**src/include/area_decode_pkg.sv**
```systemverilog
package area_decode_pkg;

    // Register indices; the byte address on the APB is four times the index.
    localparam logic [7:0] IDX_AREA0_BASE    = 8'hc8;
    localparam logic [7:0] IDX_AREA0_MASK    = 8'hc9;
    localparam logic [7:0] IDX_AREA1_BASE    = 8'hca;
    localparam logic [7:0] IDX_AREA1_MASK    = 8'hcb;
    localparam logic [7:0] IDX_AREA2_BASE    = 8'hcc;
    localparam logic [7:0] IDX_AREA2_MASK    = 8'hcd;
    localparam logic [7:0] IDX_AREA3_BASE    = 8'hce;
    localparam logic [7:0] IDX_AREA3_MASK    = 8'hcf;
    localparam logic [7:0] IDX_AREA0_CTRL    = 8'hd0;
    localparam logic [7:0] IDX_OUTSIDE_CTRL  = 8'hd4;
    localparam logic [7:0] IDX_PORT4_FUNC    = 8'hd5;
    localparam logic [7:0] IDX_STATUS        = 8'hd6;

    // Reset values.
    localparam logic [7:0] BASE_RESET        = 8'hff;
    localparam logic [7:0] MASK_RESET        = 8'hff;
    localparam logic [7:0] CTRL_RESET        = 8'h00;
    localparam logic [7:0] CTRL2_RESET       = 8'h80;
    localparam logic [3:0] PORT4_FUNC_RESET  = 4'h0;

    // Bus control field positions.
    localparam int CTRL_ENABLE_BIT  = 7;
    localparam int CTRL_BUS8_BIT    = 3;
    localparam int CTRL_WAIT_LSB    = 0;
    localparam int CTRL_WAIT_W      = 3;

    // Base register covers address bits 23..16.
    localparam int BASE_LSB         = 16;
    localparam int NUM_AREAS        = 4;
    localparam int AREA_W           = 3;
    localparam logic [2:0] AREA_NONE = 3'h4;

    // Settings that a bus cycle runs with.
    typedef struct packed {
        logic                   bus8;
        logic [CTRL_WAIT_W-1:0] waits;
    } cycle_set_s;

endpackage

```
**src/rtl/chip_select_area_decoder.sv**
```systemverilog
// The APB slave port is this design's own decision.
`timescale 1ns/100ps

// Operation
// - Four areas plus one outside setting.
// - Width and waits set per area independently.
// - Matching address asserts that area's select.
// - Select reaches pin only in function mode.
// - Area defined by base and mask only.
// - Every bus cycle compared against all areas.
// - Matching area's control settings drive cycle.
// - Base register holds address bits 23..16.
// - Lower sixteen start bits are zero.
// - Mask bit one removes address bit.
// - Mask coverage differs between areas.
// - Lowest numbered matching area wins.
// - Control bit 7 enables; area two enabled.
// - Area zero mask spans bits 20..8.
// - Areas two, three mask 22..15; reset ones.
module chip_select_area_decoder
    import area_decode_pkg::*;
(
    // Clock and reset.
    input  wire logic        pclk,
    input  wire logic        presetn,
    // APB slave.
    input  wire logic        psel,
    input  wire logic        penable,
    input  wire logic        pwrite,
    input  wire logic [11:0] paddr,
    input  wire logic [31:0] pwdata,
    output logic      [31:0] prdata,
    output logic             pready,
    output logic             pslverr,
    // Processor bus cycle.
    input  wire logic        bus_cycle,
    input  wire logic [23:0] bus_addr,
    input  wire logic        bus_wait_n,
    output logic             cycle_ready,
    output cycle_set_s       cycle_set,
    // Port 4 pins 0..3.
    input  wire logic [3:0]  port4_latch,
    output logic      [3:0]  area_select_n
);

    // Register file state.
    logic [7:0] base_r [NUM_AREAS];
    logic [7:0] base_nxt [NUM_AREAS];
    logic [7:0] mask_r [NUM_AREAS];
    logic [7:0] mask_nxt [NUM_AREAS];
    logic [7:0] ctrl_r [NUM_AREAS+1];
    logic [7:0] ctrl_nxt [NUM_AREAS+1];
    logic [3:0] fc_r;
    logic [3:0] fc_nxt;

    // Bus cycle state.
    logic                   active_r;
    logic [3:0]             sel_r;
    logic [3:0]             sel_nxt;
    logic [AREA_W-1:0]      area_r;
    logic [AREA_W-1:0]      area_nxt;
    cycle_set_s             set_r;
    cycle_set_s             set_nxt;
    logic [CTRL_WAIT_W-1:0] cnt_r;
    logic [CTRL_WAIT_W-1:0] cnt_nxt;

    logic [9:0]        widx;
    logic [31:0]       rd_word;
    logic [31:0]       prdata_r;
    logic [31:0]       prdata_nxt;
    logic              acc;
    logic              hit;
    logic [3:0]        match;
    logic [AREA_W-1:0] win;
    logic              start;
    cycle_set_s        win_set;

    // Ignore mask per area; coverage differs so area sizes differ.
    function automatic logic [23:0] ignore_bits(input int unsigned k, input logic [7:0] m);
        logic [23:0] ig;
        ig = 24'h00_0000;
        unique case (k)
            0: begin
                ig[7:0]   = 8'hff;                    // Below 256 bytes never compared.
                ig[8]     = m[0];
                ig[14:9]  = {6{m[1]}};                // One bit spans six address bits.
                ig[20:15] = m[7:2];
            end
            1: begin
                ig[7:0]   = 8'hff;
                ig[8]     = m[0];
                ig[15:9]  = {7{m[1]}};
                ig[21:16] = m[7:2];
            end
            default: begin
                ig[14:0]  = 15'h7fff;                 // Smallest size is 32 Kbytes.
                ig[22:15] = m;
            end
        endcase
        return ig;
    endfunction

    // Address comparison for all four areas on every cycle.
    for (genvar k = 0; k < NUM_AREAS; k++) begin : g_cmp
        logic [23:0] start_addr;
        logic [23:0] ign;
        assign start_addr = {base_r[k], {BASE_LSB{1'b0}}};
        assign ign        = ignore_bits(k, mask_r[k]);
        assign match[k]   = ctrl_r[k][CTRL_ENABLE_BIT]
                            && (((bus_addr ^ start_addr) & ~ign) == 24'h00_0000);
    end

    // Lowest numbered area wins; otherwise the outside settings apply.
    always_comb begin
        win = AREA_NONE;
        for (int k = NUM_AREAS - 1; k >= 0; k--) begin
            if (match[k]) begin
                win = AREA_W'(k);
            end
        end
        win_set.bus8  = ctrl_r[win][CTRL_BUS8_BIT];
        win_set.waits = ctrl_r[win][CTRL_WAIT_LSB +: CTRL_WAIT_W];
    end

    // Register index, APB access phase and the first edge of a processor bus cycle.
    assign widx  = paddr[11:2];
    assign acc   = psel && penable;
    assign start = bus_cycle && !active_r;

    // Register writes; APB writes complete in a single access cycle.
    always_comb begin
        base_nxt = base_r;
        mask_nxt = mask_r;
        ctrl_nxt = ctrl_r;
        fc_nxt   = fc_r;
        if (acc && pwrite) begin
            for (int k = 0; k < NUM_AREAS; k++) begin
                if (widx == {2'b00, IDX_AREA0_BASE} + 10'(2 * k)) begin
                    base_nxt[k] = pwdata[7:0];
                end
                if (widx == {2'b00, IDX_AREA0_MASK} + 10'(2 * k)) begin
                    mask_nxt[k] = pwdata[7:0];
                end
            end
            for (int k = 0; k <= NUM_AREAS; k++) begin
                if (widx == {2'b00, IDX_AREA0_CTRL} + 10'(k)) begin
                    ctrl_nxt[k] = pwdata[7:0];
                end
            end
            if (widx == {2'b00, IDX_PORT4_FUNC}) begin
                fc_nxt = pwdata[3:0];
            end
        end
    end

    // Registers the configuration.
    always_ff @(posedge pclk or negedge presetn) begin
        if (!presetn) begin
            for (int k = 0; k < NUM_AREAS; k++) begin
                base_r[k] <= BASE_RESET;
                mask_r[k] <= MASK_RESET;
                ctrl_r[k] <= (k == 2) ? CTRL2_RESET : CTRL_RESET;
            end
            ctrl_r[NUM_AREAS] <= CTRL_RESET;
            fc_r <= PORT4_FUNC_RESET;
        end else begin
            base_r <= base_nxt;
            mask_r <= mask_nxt;
            ctrl_r <= ctrl_nxt;
            fc_r   <= fc_nxt;
        end
    end

    // Read decode; unmapped addresses read zero and are refused.
    always_comb begin
        hit     = 1'b0;
        rd_word = 32'h0000_0000;
        for (int k = 0; k < NUM_AREAS; k++) begin
            if (widx == {2'b00, IDX_AREA0_BASE} + 10'(2 * k)) begin
                hit     = 1'b1;
                rd_word = {24'h00_0000, base_r[k]};
            end
            if (widx == {2'b00, IDX_AREA0_MASK} + 10'(2 * k)) begin
                hit     = 1'b1;
                rd_word = {24'h00_0000, mask_r[k]};
            end
        end
        for (int k = 0; k <= NUM_AREAS; k++) begin
            if (widx == {2'b00, IDX_AREA0_CTRL} + 10'(k)) begin
                hit     = 1'b1;
                rd_word = {24'h00_0000, ctrl_r[k]};
            end
        end
        if (widx == {2'b00, IDX_PORT4_FUNC}) begin
            hit     = 1'b1;
            rd_word = {28'h000_0000, fc_r};
        end
        if (widx == {2'b00, IDX_STATUS}) begin
            hit     = 1'b1;
            rd_word = {24'h00_0000, active_r, cycle_ready, 3'h0, area_r};
        end
        if (!hit) begin
            rd_word = 32'h0000_0000;
        end
    end

    // Read data is taken in the setup cycle and stands through the access cycle,
    // so the bus sees a flip-flop; a status read is therefore a snapshot of setup.
    always_comb begin
        prdata_nxt = prdata_r;
        if (psel && !penable) begin
            prdata_nxt = rd_word;
        end
    end

    // Registers the read data.
    always_ff @(posedge pclk or negedge presetn) begin
        if (!presetn) begin
            prdata_r <= '0;
        end else begin
            prdata_r <= prdata_nxt;
        end
    end

    // Every access completes in its first access cycle; an unmapped index is refused.
    assign pready  = 1'b1;
    assign pslverr = acc && !hit;
    assign prdata  = prdata_r;

    // Bus cycle tracking: selection and settings are latched at the cycle start
    // so that a mid-cycle register write cannot glitch a chip select.
    always_comb begin
        sel_nxt  = sel_r;
        area_nxt = area_r;
        set_nxt  = set_r;
        cnt_nxt  = cnt_r;
        if (start) begin
            sel_nxt  = 4'h0;
            if (win != AREA_NONE) begin
                sel_nxt[win[1:0]] = 1'b1;
            end
            area_nxt = win;
            set_nxt  = win_set;
            cnt_nxt  = win_set.waits;
        end else if (!bus_cycle) begin
            sel_nxt  = 4'h0;
            area_nxt = AREA_NONE;
        end else if (cnt_r != '0) begin
            cnt_nxt  = cnt_r - CTRL_WAIT_W'(1);
        end
    end

    // Registers the bus cycle state.
    always_ff @(posedge pclk or negedge presetn) begin
        if (!presetn) begin
            active_r <= 1'b0;
            sel_r    <= 4'h0;
            area_r   <= AREA_NONE;
            set_r    <= '0;
            cnt_r    <= '0;
        end else begin
            active_r <= bus_cycle;
            sel_r    <= sel_nxt;
            area_r   <= area_nxt;
            set_r    <= set_nxt;
            cnt_r    <= cnt_nxt;
        end
    end

    // Ready once the inserted waits are spent and the device no longer stretches.
    assign cycle_ready = active_r && bus_cycle && (cnt_r == '0) && bus_wait_n;
    assign cycle_set   = set_r;

    // Pin mux: a pin not switched to its select function keeps its port value.
    for (genvar k = 0; k < NUM_AREAS; k++) begin : g_pin
        assign area_select_n[k] = fc_r[k] ? ~sel_r[k] : port4_latch[k];
    end

    // Checks on the decode, the bus cycle and the register bus.
    a_select_onehot: assert property (@(posedge pclk) disable iff (!presetn)
        $onehot0(sel_r)) else $error("more than one area selected");

    a_select_winner: assert property (@(posedge pclk) disable iff (!presetn)
        start |=> (area_r == $past(win)) && (sel_r[0] == ($past(win) == 3'h0)))
        else $error("selected area differs from match winner");

    a_disabled_quiet: assert property (@(posedge pclk) disable iff (!presetn)
        start && !ctrl_r[0][CTRL_ENABLE_BIT] |=> !sel_r[0])
        else $error("disabled area zero was selected");

    a_settings_used: assert property (@(posedge pclk) disable iff (!presetn)
        start |=> set_r == $past(win_set)) else $error("cycle settings not from winner");

    a_select_held: assert property (@(posedge pclk) disable iff (!presetn)
        active_r && bus_cycle && !start |=> $stable(sel_r))
        else $error("select changed within a bus cycle");

    a_select_drops: assert property (@(posedge pclk) disable iff (!presetn)
        !bus_cycle |=> sel_r == 4'h0) else $error("select held without bus cycle");

    a_pin_gate: assert property (@(posedge pclk) disable iff (!presetn)
        !fc_r[1] |-> area_select_n[1] == port4_latch[1]) else $error("select leaked to port pin");

    a_wait_count: assert property (@(posedge pclk) disable iff (!presetn)
        start && win_set.waits == 3'h2 |=> !cycle_ready ##1 !cycle_ready)
        else $error("ready before waits were spent");

    a_unmapped_err: assert property (@(posedge pclk) disable iff (!presetn)
        acc && !hit |-> pslverr && prdata == 32'h0000_0000) else $error("unmapped access not refused");

endmodule

```
**config.mk**
```make
export PLATFORM = sky130hd
export DESIGN_NAME = chip_select_area_decoder
export DESIGN_NICKNAME = d
export VERILOG_FILES = /design/src/include/area_decode_pkg.sv /design/src/rtl/chip_select_area_decoder.sv
export SDC_FILE = /design/constraint.sdc
export NUM_CORES = 1
export LEC_CHECK = 0
export ABC_AREA = 1
export BUFFER_PORTS_ARGS = -buffer_cell sky130_fd_sc_hd__buf_2
export CAP_MARGIN = 20
export CORE_MARGIN = 2
export CORE_UTILIZATION = 37
export DETAILED_ROUTE_END_ITERATION = 6
export SLEW_MARGIN = 15
export SYNTH_ARGS = -nofsm -noshare
export SYNTH_HDL_FRONTEND = slang
export SYNTH_SLANG_ARGS = --single-unit
```
**constraint.sdc**
```tcl
create_clock -name pclk -period 2.3 [get_ports pclk]
set_input_delay 0.23 -clock pclk [delete_from_list [all_inputs] [get_ports pclk]]
set_output_delay 0.23 -clock pclk [all_outputs]
set_load 0.01 [all_outputs]
```
After elaboration in Yosys (flattened, before gate mapping). Cells that the tools add are included. W data, S select, Z words.

Register bits after elaboration: 155. Output and inout port bits: 43.

Add/sub/neg operators: 1. $lt $le $gt $ge: 3. Equality and inequality tests: 17. Muxes and demuxes: 52. Bitwise logic cells: 17. Reductions and logical operators: 39.

Operators with widths (number): $mux W32 (15); $eq A10 B8 Y1 const B (15); $and A24 B24 Y24 (4); $logic_not A24 Y1 (4); $xor A24 B24 Y24 (4); $not A23 Y24 (2); $reduce_and A2 Y1 (15); $mux W3 (9); $bmux W8 S3 (1); $not A21 Y24 (1); $not A22 Y24 (1); $mux W1 (20); $mux W4 (5); $logic_and A1 B1 Y1 (13); $mux W8 (1); $ge A4 B4 Y1 const B (1); $not A1 Y1 (4); $not A3 Y4 (1); $reduce_bool A2 Y1 (2); $logic_not A1 Y1 (3); $logic_not A3 Y1 (1); $lt A2 B3 Y1 const B (1); $ne A3 B3 Y1 const B (1); $reduce_bool A3 Y1 (1); 4 further kinds (4).

Longest topological paths before layout. Gate-level depths: netlist (run 1).

Word-level depth: 18. Gate-level depth with buffers: 18.

Worst setup path after synthesis (run 1). Ideal clock, no wire load.

Path type: register to register. Start point: register base_r[15] (netlist name). End point: register set_r (netlist bit cycle_set[3]). Setup time: 124 ps. Arrival time: 1618 ps. Data required time: 2176 ps. Setup slack: 558 ps. Stages on the path, launching flop included: 14. Path through: dfstp_2 -> xnor2_1 -> nand2_1 -> nor3_1 -> nand3_2 -> nand2_1 -> nand2_2 -> nand2_2 -> buf_6 -> nand2_1 -> o211ai_2 -> nand3_1 -> nand2_1 -> nand3_1.

Word-level cells in the longest chain between the ends: 11.

Ends and longest elaborated chain: start, declared (RTL line chip_select_area_decoder.sv:47) `logic [7:0] base_r [NUM_AREAS];`; start signal, assigned (RTL line chip_select_area_decoder.sv:167) `base_r <= base_nxt;`; $xor A24 B24 Y24 (RTL line chip_select_area_decoder.sv:110) `&& (((bus_addr ^ start_addr) & ~ign) == 24'h00_0000);`; $and A24 B24 Y24 (RTL line chip_select_area_decoder.sv:110); $logic_not A24 Y1 (RTL line chip_select_area_decoder.sv:110); $logic_and A1 B1 Y1 (RTL line chip_select_area_decoder.sv:110); $mux W3 (3 in series) (RTL line chip_select_area_decoder.sv:117) `if (match[k]) begin`; $not A3 Y4 (implied by the code) (RTL line chip_select_area_decoder.sv:121) `win_set.bus8 = ctrl_r[win][CTRL_BUS8_BIT];`; $bmux W8 S3 (RTL line chip_select_area_decoder.sv:121); $mux W4 (2 in series); end signal, assigned (RTL line chip_select_area_decoder.sv:265) `set_r <= set_nxt;`; end, declared (RTL line chip_select_area_decoder.sv:62) `cycle_set_s set_r;`.

Every way passes these cells. The select of a mux whose other input is x is not followed. A chain may end at the register's enable or synchronous reset.

Worst setup path in the final report (run 1).
Start point: register base_r[30] (netlist name). End point: register cnt_r[0].

Word-level cells in the longest chain between the ends: 10.

Ends and longest elaborated chain: $xor A24 B24 Y24 (RTL line chip_select_area_decoder.sv:110); $and A24 B24 Y24 (RTL line chip_select_area_decoder.sv:110); $logic_not A24 Y1 (RTL line chip_select_area_decoder.sv:110); $logic_and A1 B1 Y1 (RTL line chip_select_area_decoder.sv:110); $mux W3 (RTL line chip_select_area_decoder.sv:117); $not A3 Y4 (implied by the code) (RTL line chip_select_area_decoder.sv:122) `win_set.waits = ctrl_r[win][CTRL_WAIT_LSB +: CTRL_WAIT_W];`; $bmux W8 S3 (RTL line chip_select_area_decoder.sv:122); $mux W4 (implied by the code) (2 in series) (RTL line chip_select_area_decoder.sv:122); $mux W3 (RTL line chip_select_area_decoder.sv:237) `if (start) begin`; end signal, assigned (RTL line chip_select_area_decoder.sv:266) `cnt_r <= cnt_nxt;`; end, declared (RTL line chip_select_area_decoder.sv:64) `logic [CTRL_WAIT_W-1:0] cnt_r;`.

Every way passes these cells. The select of a mux whose other input is x is not followed.

==> results of run 1 <==
-- layer usage --
metal / track usage / part of all wire / vias up / wire (um)
li1: - / - / 3272 / -
met1: 0.317 / 0.48 / 3101 / 10600
met2: 0.316 / 0.43 / 273 / 9590
met3: 0.0418 / 0.073 / 28 / 1620
met4: 0.0807 / 0.022 / 0 / 496
met5: 0 / 0 / - / 0
-- cells in the final DEF, fill, tap and decap left out, drive strengths merged, types with 4 or more instances in the layout --
master	instances
nand2	320
nand4	16
nor3	20
buf	79
nor2	81
nor4	5
bufinv	4
o211ai	4
conb	25
xnor2	14
inv	99
a21oi	41
o21ai	133
o22ai	5
nand3	43
dfrtp	65
clkbuf	23
dfstp	66
-- cells in the mapped netlist, types with 3 or more instances --
| library cell | instances | share of area |
|---|---|---|
| nand3b_1 | 3 | 0.0031 |
| nor2_4 | 3 | 0.0046 |
| xnor2_1 | 14 | 0.017 |
| nor3_2 | 4 | 0.0054 |
| nand4_1 | 16 | 0.014 |
| inv_2 | 16 | 0.0082 |
| a21oi_1 | 40 | 0.027 |
| dfstp_2 | 66 | 0.24 |
| clkbuf_1 | 22 | 0.011 |
| buf_2 | 4 | 0.0027 |
| dfrtp_1 | 65 | 0.22 |
| nand2_2 | 10 | 0.0085 |
| nand3_2 | 3 | 0.0041 |
| inv_1 | 83 | 0.042 |
| o21ai_0 | 127 | 0.086 |
| nor3_1 | 14 | 0.0095 |
| nor2_2 | 6 | 0.0051 |
| o22ai_1 | 5 | 0.0043 |
| nor2_1 | 71 | 0.036 |
| nor4_1 | 5 | 0.0043 |
| o21ai_1 | 6 | 0.0041 |
| nand2_1 | 310 | 0.16 |
| buf_4 | 26 | 0.027 |
| nand3_1 | 39 | 0.027 |
-- flip-flops by register name, summed over array words and instances, names as in the netlist --
signal and count:
sel_r 4, base_r 32, ctrl_r 40, prdata 8, area_r 3, g_cmp.ign 32
cnt_r 3, cycle_set 4, active_r 1, fc_r 4
-- critical path, stage by stage (launching register included) --
cell and delay (ns):
dfstp_2 0.56, inv_1 0.05, a21oi_1 0.17, o2111ai_1 0.13, nor2_1 0.14, nand3_2 0.27, nand2b_1 0.22, inv_1 0.11
a21oi_1 0.13, nand3_1 0.08, nand2_1 0.09, a21oi_1 0.07
-- worst max path at each step --
stage                         endpoint       start
after global placement         pslverr    paddr[9]
after detailed placement       pslverr    paddr[9]
final                         cnt_r[0]  base_r[30]
after CTS                      pslverr    paddr[9]
after floorplan           cycle_set[3]  base_r[15]
after global routing      cycle_set[2]  base_r[30]
-- where the power goes --
| group | switching [mW] | total [mW] | internal, mW |
|---|---|---|---|
| Combinational | 0.305 | 0.443 | 0.138 |
| Clock | 1.03 | 2.90 | 1.87 |
| Sequential | 0.0252 | 2.38 | 2.35 |
-- final cells by class --
class                   count  area (um^2)
fillers                  1987        10900
multi-input cells         723         3420
flip-flops and latches    131         3360
repair buffers             81          477
clock buffers              23          468
inverters                  99          372
well taps                 265          332
clock inverters             9          154
-- stage by stage --
| step | instance area, um^2 | std cells |
|---|---|---|
| floorplan | 7440 | 1006 |
| global placement | 7920 | 1297 |
| detailed placement | 7920 | 1297 |
| CTS | 8560 | 1331 |
| global route | 8580 | 1331 |
| finish | 8580 | 1331 |
-- kinds of logic after synthesis --
logic type	Yosys count
other	2
multiplexers	1
buffers and inverters	152
XOR/XNOR	15
AO/OA/AOI/OAI	188
AND/OR/NAND/NOR	492
flip-flops	131
adder cells (fa/ha/maj)	2
-- what timing repair did --
action | CTS | global route
hold buffers | 2 | 0
resized for setup | 0 | 4
endpoints found under the hold margin | 16 | 0
buffers inserted | 0 | 0
setup endpoints to repair | 0 | 5
==> metrics.md, run 1 <==
| Metric | Value |
|---|---|
| Top-Level Pins | 122 |
| Via count | 6674 |
| Area delta synth->final | 16.7% |
| Port bufs | 62 |
| Largest family of logic cells by synthesized area | simple AND/OR/NAND/NOR gates |
| Total grt overflow | 0 |
| DIE WIDTH | 145 um |
| Die Y-Extent | 145 um |
| Synth Area in Adders | 0.00340 |
| # setup viols final | 0 |
| Final Cycle Share | 0.931 |
| Largest net degree at the start of global routing | 53 |
| VDD IR max | 0.000425 V |
| Asr flop ratio synth | 1.00 |
| Post-synthesis mux area share | 0.00153 |
| Final total power | 5.72 mW |
| Final HPWL DP | 16.2 mm |
| Final setup TNS | 0 ns |
| Yosys cell types | 43 |
| Cells after Synth | 983 |
| CTS Root Cell | clkbuf_16 |
| Final RePlAce weighted congestion | 0.943 |
| Detail Route Antenna Nets | 0 |
| Number of synthesized register bits | roughly 130 |
| Seq/Total Area, Yosys | 0.457 |
| Worst hold path class | in2reg |
| R2r setup slk | roughly 0.16 ns |
| Fmax | 0.467 GHz |
| DR iter-0 viols | 607 |
| Min-delay src | penable |
| CP max FO | 8 |
| Number of global-route vias before repair | 6114 |
| Initial antenna violation count | 0 |
| Worst EP required | about 2.6 ns |
| Reg2reg start | base_r[30] |
| Skew final | 0.00727 ns |
| Core ar. | 19500 um^2 |
| Worst-Margin Slew | 0.728 ns |
| Number of synthesized flops with an enable pin | 0 |
| Relative slew slack | 0.514 |
| Worst reg2reg endpoint | cnt_r[0] |
| Clock latency on the worst-skew pair | roughly 0.43 ns |
| PD cells | roughly 670 nW/um^2 |
| GRT Overall Usage | 0.216 |
| Synth Area in Simple Gates | 0.292 |
| WL final | 22.3 mm |
| # nets final | between 1000 and 1500 |
| CTS tree | yes |
| Worst-path clk slew | 0.06 ns |
| R2R depth | 11 |
| DRC | 0 |
| Hold EP | prdata[3] |
| Critical Setup Path Class | reg2reg |
| Vias per cell | 5.01 |
| Row count | 51 |
| First-pass GRT wire length | 35.2 mm |
| Worst Setup End Kind | register |
| Num CTS Buffers | 17 |
| Sink Count | 131 |
| Yosys Warn Count | 0 |
| Initial Utilization | 0.378 |
| Tmin final | 2.14 ns |
| Fraction of layout cells with a size suffix above 1 | 0.213 |
| WL/cell | 16.8 um |
| Main synth FF type | dfstp_2 |
| H-Tree Depth | 4 |
| Post-synthesis compound-gate area fraction | 0.134 |
| Crit path DAT | approximately 2.5 ns |
| Max_cap viols | 0 |
| Worst Setup Start Kind | register |
| Hold WS | 0.158 ns |
| Pleak | roughly 3.8 nW |
| Die area | 21000 um^2 |
| Layout Utilization | 0.441 |
| Status | finished, final reports clean |
| Hold path cells | 4 |
| Inserted Diodes | 0 |
| Final worst slack | between 0.15 and 0.2 ns |
| Final Hold Fails | 0 |
| Avg Inst Size Synth | 7.48 um^2 |
| Deepest clock path buffer count | 2 |
| Netlist Area Pre-Place | 7350 um^2 |
| Slew Limit Fails | 0 |
| Drt pass-1 iters | 5 |
| Synth Area in XOR/XNOR | 0.0179 |
| Pre-CTS WS | 0.105 ns |
Note: power is estimated with default switching activity, not from simulation.
==> inputs of run 2 (changes only) <==
--- a/config.mk
+++ b/config.mk
@@ -5,12 +5,12 @@
 export SDC_FILE = /design/constraint.sdc
 export NUM_CORES = 1
 export LEC_CHECK = 0
-export ABC_AREA = 1
 export BUFFER_PORTS_ARGS = -buffer_cell sky130_fd_sc_hd__buf_2
 export CAP_MARGIN = 20
 export CORE_MARGIN = 2
 export CORE_UTILIZATION = 37
 export DETAILED_ROUTE_END_ITERATION = 6
+export SETUP_SLACK_MARGIN = 0.3
 export SLEW_MARGIN = 15
 export SYNTH_ARGS = -nofsm -noshare
 export SYNTH_HDL_FRONTEND = slang
==> constraint.sdc (replaced) <==
create_clock -name pclk -period 2.15 [get_ports pclk]
set_input_delay 0.215 -clock pclk [delete_from_list [all_inputs] [get_ports pclk]]
set_output_delay 0.215 -clock pclk [all_outputs]
set_load 0.01 [all_outputs]
==> metrics.md, run 2 <==
| Metric | Value |
|---|---|
| Slew Limit Fails | 0 (unchanged) |
| Fraction of layout cells with a size suffix above 1 | 0.524 (+0.311) |
| Worst EP required | 2.50 ns (-0.11 ns) |
| Yosys cell types | 81 (+88%) |
| Largest cells by area after synthesis | dfstp_2, dfrtp_1, mux2_2 |
| Number of global-route vias before repair | 6104 (-0.16%) |
| Main synth FF type | dfstp_2 |
| Asr flop ratio synth | 1.00 (unchanged) |
| Critical Setup Path Class | reg2reg |
| Critical Path, Cell by Cell | xnor2_2, o22ai_2, nor4_4, buf_4, nor2_4, or4_1, o21ai_1 |
| Worst-Margin Slew | 0.611 ns (-0.116 ns) |
| Dpl cell area | 8790 um^2 (+11%) |
| GRT Overall Usage | 0.226 (+0.00937) |
| Most frequent cells in the layout | mux2_2, buf_4, dfstp_2, dfrtp_1, buf_2 |
| WL/cell | 21.1 um (+26%) |
| RSZ-0062 raised after global routing | yes |
| PD cells | 656 nW/um^2 (-1.5%) |
| Worst hold path class | in2reg |
| Seq/Total Area, Yosys | 0.446 (-0.0115) |
| Post-synth top area share | 0.230 (-0.00595) |
| Detail Route Antenna Nets | 0 (unchanged) |
| Avg Inst Size Synth | 11.1 um^2 (+48%) |
| Worst Setup Start Kind | register |
| Final RePlAce weighted congestion | 0.930 (-1.3%) |
| Largest area contributor in the netlist | dfstp_2 |
| Port bufs | 62 (unchanged) |
| Netlist Area Pre-Place | 7540 um^2 (+2.6%) |
| Buffer and inverter count on the worst path | 1 (-1) |
| Most instantiated library cell after synthesis | mux2_2 |
| Fmax | 0.443 GHz (-5.2%) |
| First-pass GRT wire length | 36.6 mm (+4.0%) |
| Final setup TNS | -0.668 ns (-0.668 ns) |
| Worst Setup End Kind | register |
| Initial Utilization | 0.375 (-0.00260) |
| Failing checks | negative setup slack |
| Pleak | 4.28 nW (+12%) |
| Vias per cell | 5.55 (+11%) |
| Commonest non-fill, non-tap cell in the layout | mux2_2 |
| H-Tree Depth | 4 (unchanged) |
| Number of synthesized flops with an enable pin | 0 (unchanged) |
| Yosys Warn Count | 0 (unchanged) |
| Area delta synth->final | 28.5% |
| Tmin final | 2.26 ns (+0.118 ns) |
| Crit path DAT | 2.61 ns (+0.16 ns) |
| Final Cycle Share | 1.05 (+0.120) |
| Clock latency on the worst-skew pair | 0.43 ns (about the same) |
| Largest net degree at the start of global routing | 49 (-7.5%) |
| Via count | 6174 (-7.5%) |
| Max_cap viols | 0 (unchanged) |
| Die Y-Extent | 147 um (+1.2%) |
| Most frequent cells after synthesis | mux2_2, dfstp_2, dfrtp_1, nand2_1 |
| Inserted Diodes | 0 (unchanged) |
| Largest register FFs | 40 (unchanged) |
| Most flop-heavy register | ctrl_r |
| # nets final | 911 (-20%) |
| Sink Count | 131 (unchanged) |
| Status | complete, but fails checks |
| VDD IR max | 0.000544 V (+28%) |
| Cell family with most CP delay | simple AND/OR/NAND/NOR gates |
| Post-route cell area | 9690 um^2 (+13%) |
| Final worst slack | -0.109 ns (-0.268 ns) |
| Crit-path slowest cell | nor4_4 |
| Skew final | 0.00884 ns (+0.00158 ns) |
| Die area | 21500 um^2 (+2.5%) |
| Initial antenna violation count | 0 (unchanged) |
| Final HPWL DP | 17.4 mm (+7.3%) |
| Number of synthesized register bits | 131 (unchanged) |
| DRC | 0 (unchanged) |
| WL final | 23.5 mm (+5.2%) |
| Worst-path clk slew | 0.06 ns (about the same) |
| Cells after Synth | 681 (-31%) |
| Drt pass-1 iters | 4 (-1) |
| Deepest clock path buffer count | 2 (unchanged) |
| DR iter-0 viols | 536 (-12%) |
| Relative slew slack | 0.589 (+0.0743) |
| Num CTS Buffers | 17 (unchanged) |
| Pre-CTS WS | -0.152 ns (-0.258 ns) |
| CTS Root Cell | clkbuf_16 |
| # setup viols final | 9 (+9) |
| Total grt overflow | 0 (unchanged) |
| Final total power | 6.36 mW (+11%) |
| Top-Level Pins | 122 (unchanged) |
| CP max FO | 6 (-2) |
| CTS tree | yes |
| CP peak stage delay | 0.60 ns (+0.04 ns) |
| DIE WIDTH | 147 um (+1.2%) |
| Row count | 52 (+2.0%) |
| Core ar. | 20100 um^2 (+3.3%) |
| Final Hold Fails | 0 (unchanged) |
[run 2: logic make-up after synthesis]
family | synth area share
other | 0.000996
adder cells (fa/ha/maj) | 0.00332
flip-flops | 0.446
XOR/XNOR | 0.0372
buffers and inverters | 0.0590
AND/OR/NAND/NOR | 0.143
AO/OA/AOI/OAI | 0.133
multiplexers | 0.178
[run 2: timing repair]
item                                    4_1_cts  5_1_grt
endpoints found under the setup margin       16       22
pin swaps                                    14       14
cloned                                        0        0
endpoints found under the hold margin        26        0
hold buffers                                  1        0
resized for setup                            30       17
setup buffers                                 6        3
[run 2: worst paths after layout]
kind,to,slack (ns),from,cells after the start
max in group asynchronous,g_cmp[1].ign[21],1.14,presetn,3
hold / removal,active_r,0.06,bus_cycle,1
min in group asynchronous,sel_r[0],0.27,presetn,2
setup reg to reg,sel_r[2],-0.11,base_r[11],7
hold reg to reg,cycle_set[1],0.49,cycle_set[1],2
setup / recovery,sel_r[2],-0.11,base_r[11],7
[run 2: worst register-to-register path, cell delays in order (launching register included)]
cell and delay (ns):
dfstp_2 0.55, xnor2_2 0.12, o22ai_2 0.12, nor4_4 0.60
buf_4 0.24, nor2_4 0.04, or4_1 0.39, o21ai_1 0.12
[run 2: per-stage QoR]
| stage | utilization | std cells | hold slack, ns |
|---|---|---|---|
| after floorplan | - | 704 | -0.0806 |
| after global placement | 0.437 | 1071 | 0.185 |
| after detailed placement | 0.437 | 1071 | 0.183 |
| after CTS | 0.478 | 1110 | 0.0378 |
| after global routing | 0.482 | 1113 | 0.0564 |
| final | 0.482 | 1113 | 0.0564 |
[run 2: cell type report]
cell class | count | area, um^2
fillers | 1837 | 10400
multi-input cells | 489 | 4080
flip-flops and latches | 131 | 3360
repair buffers | 170 | 1200
clock buffers | 17 | 425
well taps | 270 | 338
clock inverters | 15 | 205
inverters | 21 | 78.8
[run 2: layer usage]
| layer | track usage | up-vias | part of all wire |
|---|---|---|---|
| met4 | 0.0791 | 0 | 0.024 |
| met5 | 0 | - | 0 |
| met1 | 0.320 | 3091 | 0.46 |
| met2 | 0.342 | 243 | 0.45 |
| met3 | 0.0494 | 38 | 0.065 |
| li1 | - | 2802 | - |
[run 2: report_power, final]
group | switching (mW) | leakage (nW) | internal (mW) | total [mW]
combinational | 0.419 | 2.40 | 0.290 | 0.709
sequential | 0.0251 | 1.58 | 2.51 | 2.53
clock | 1.17 | 0.295 | 1.95 | 3.12
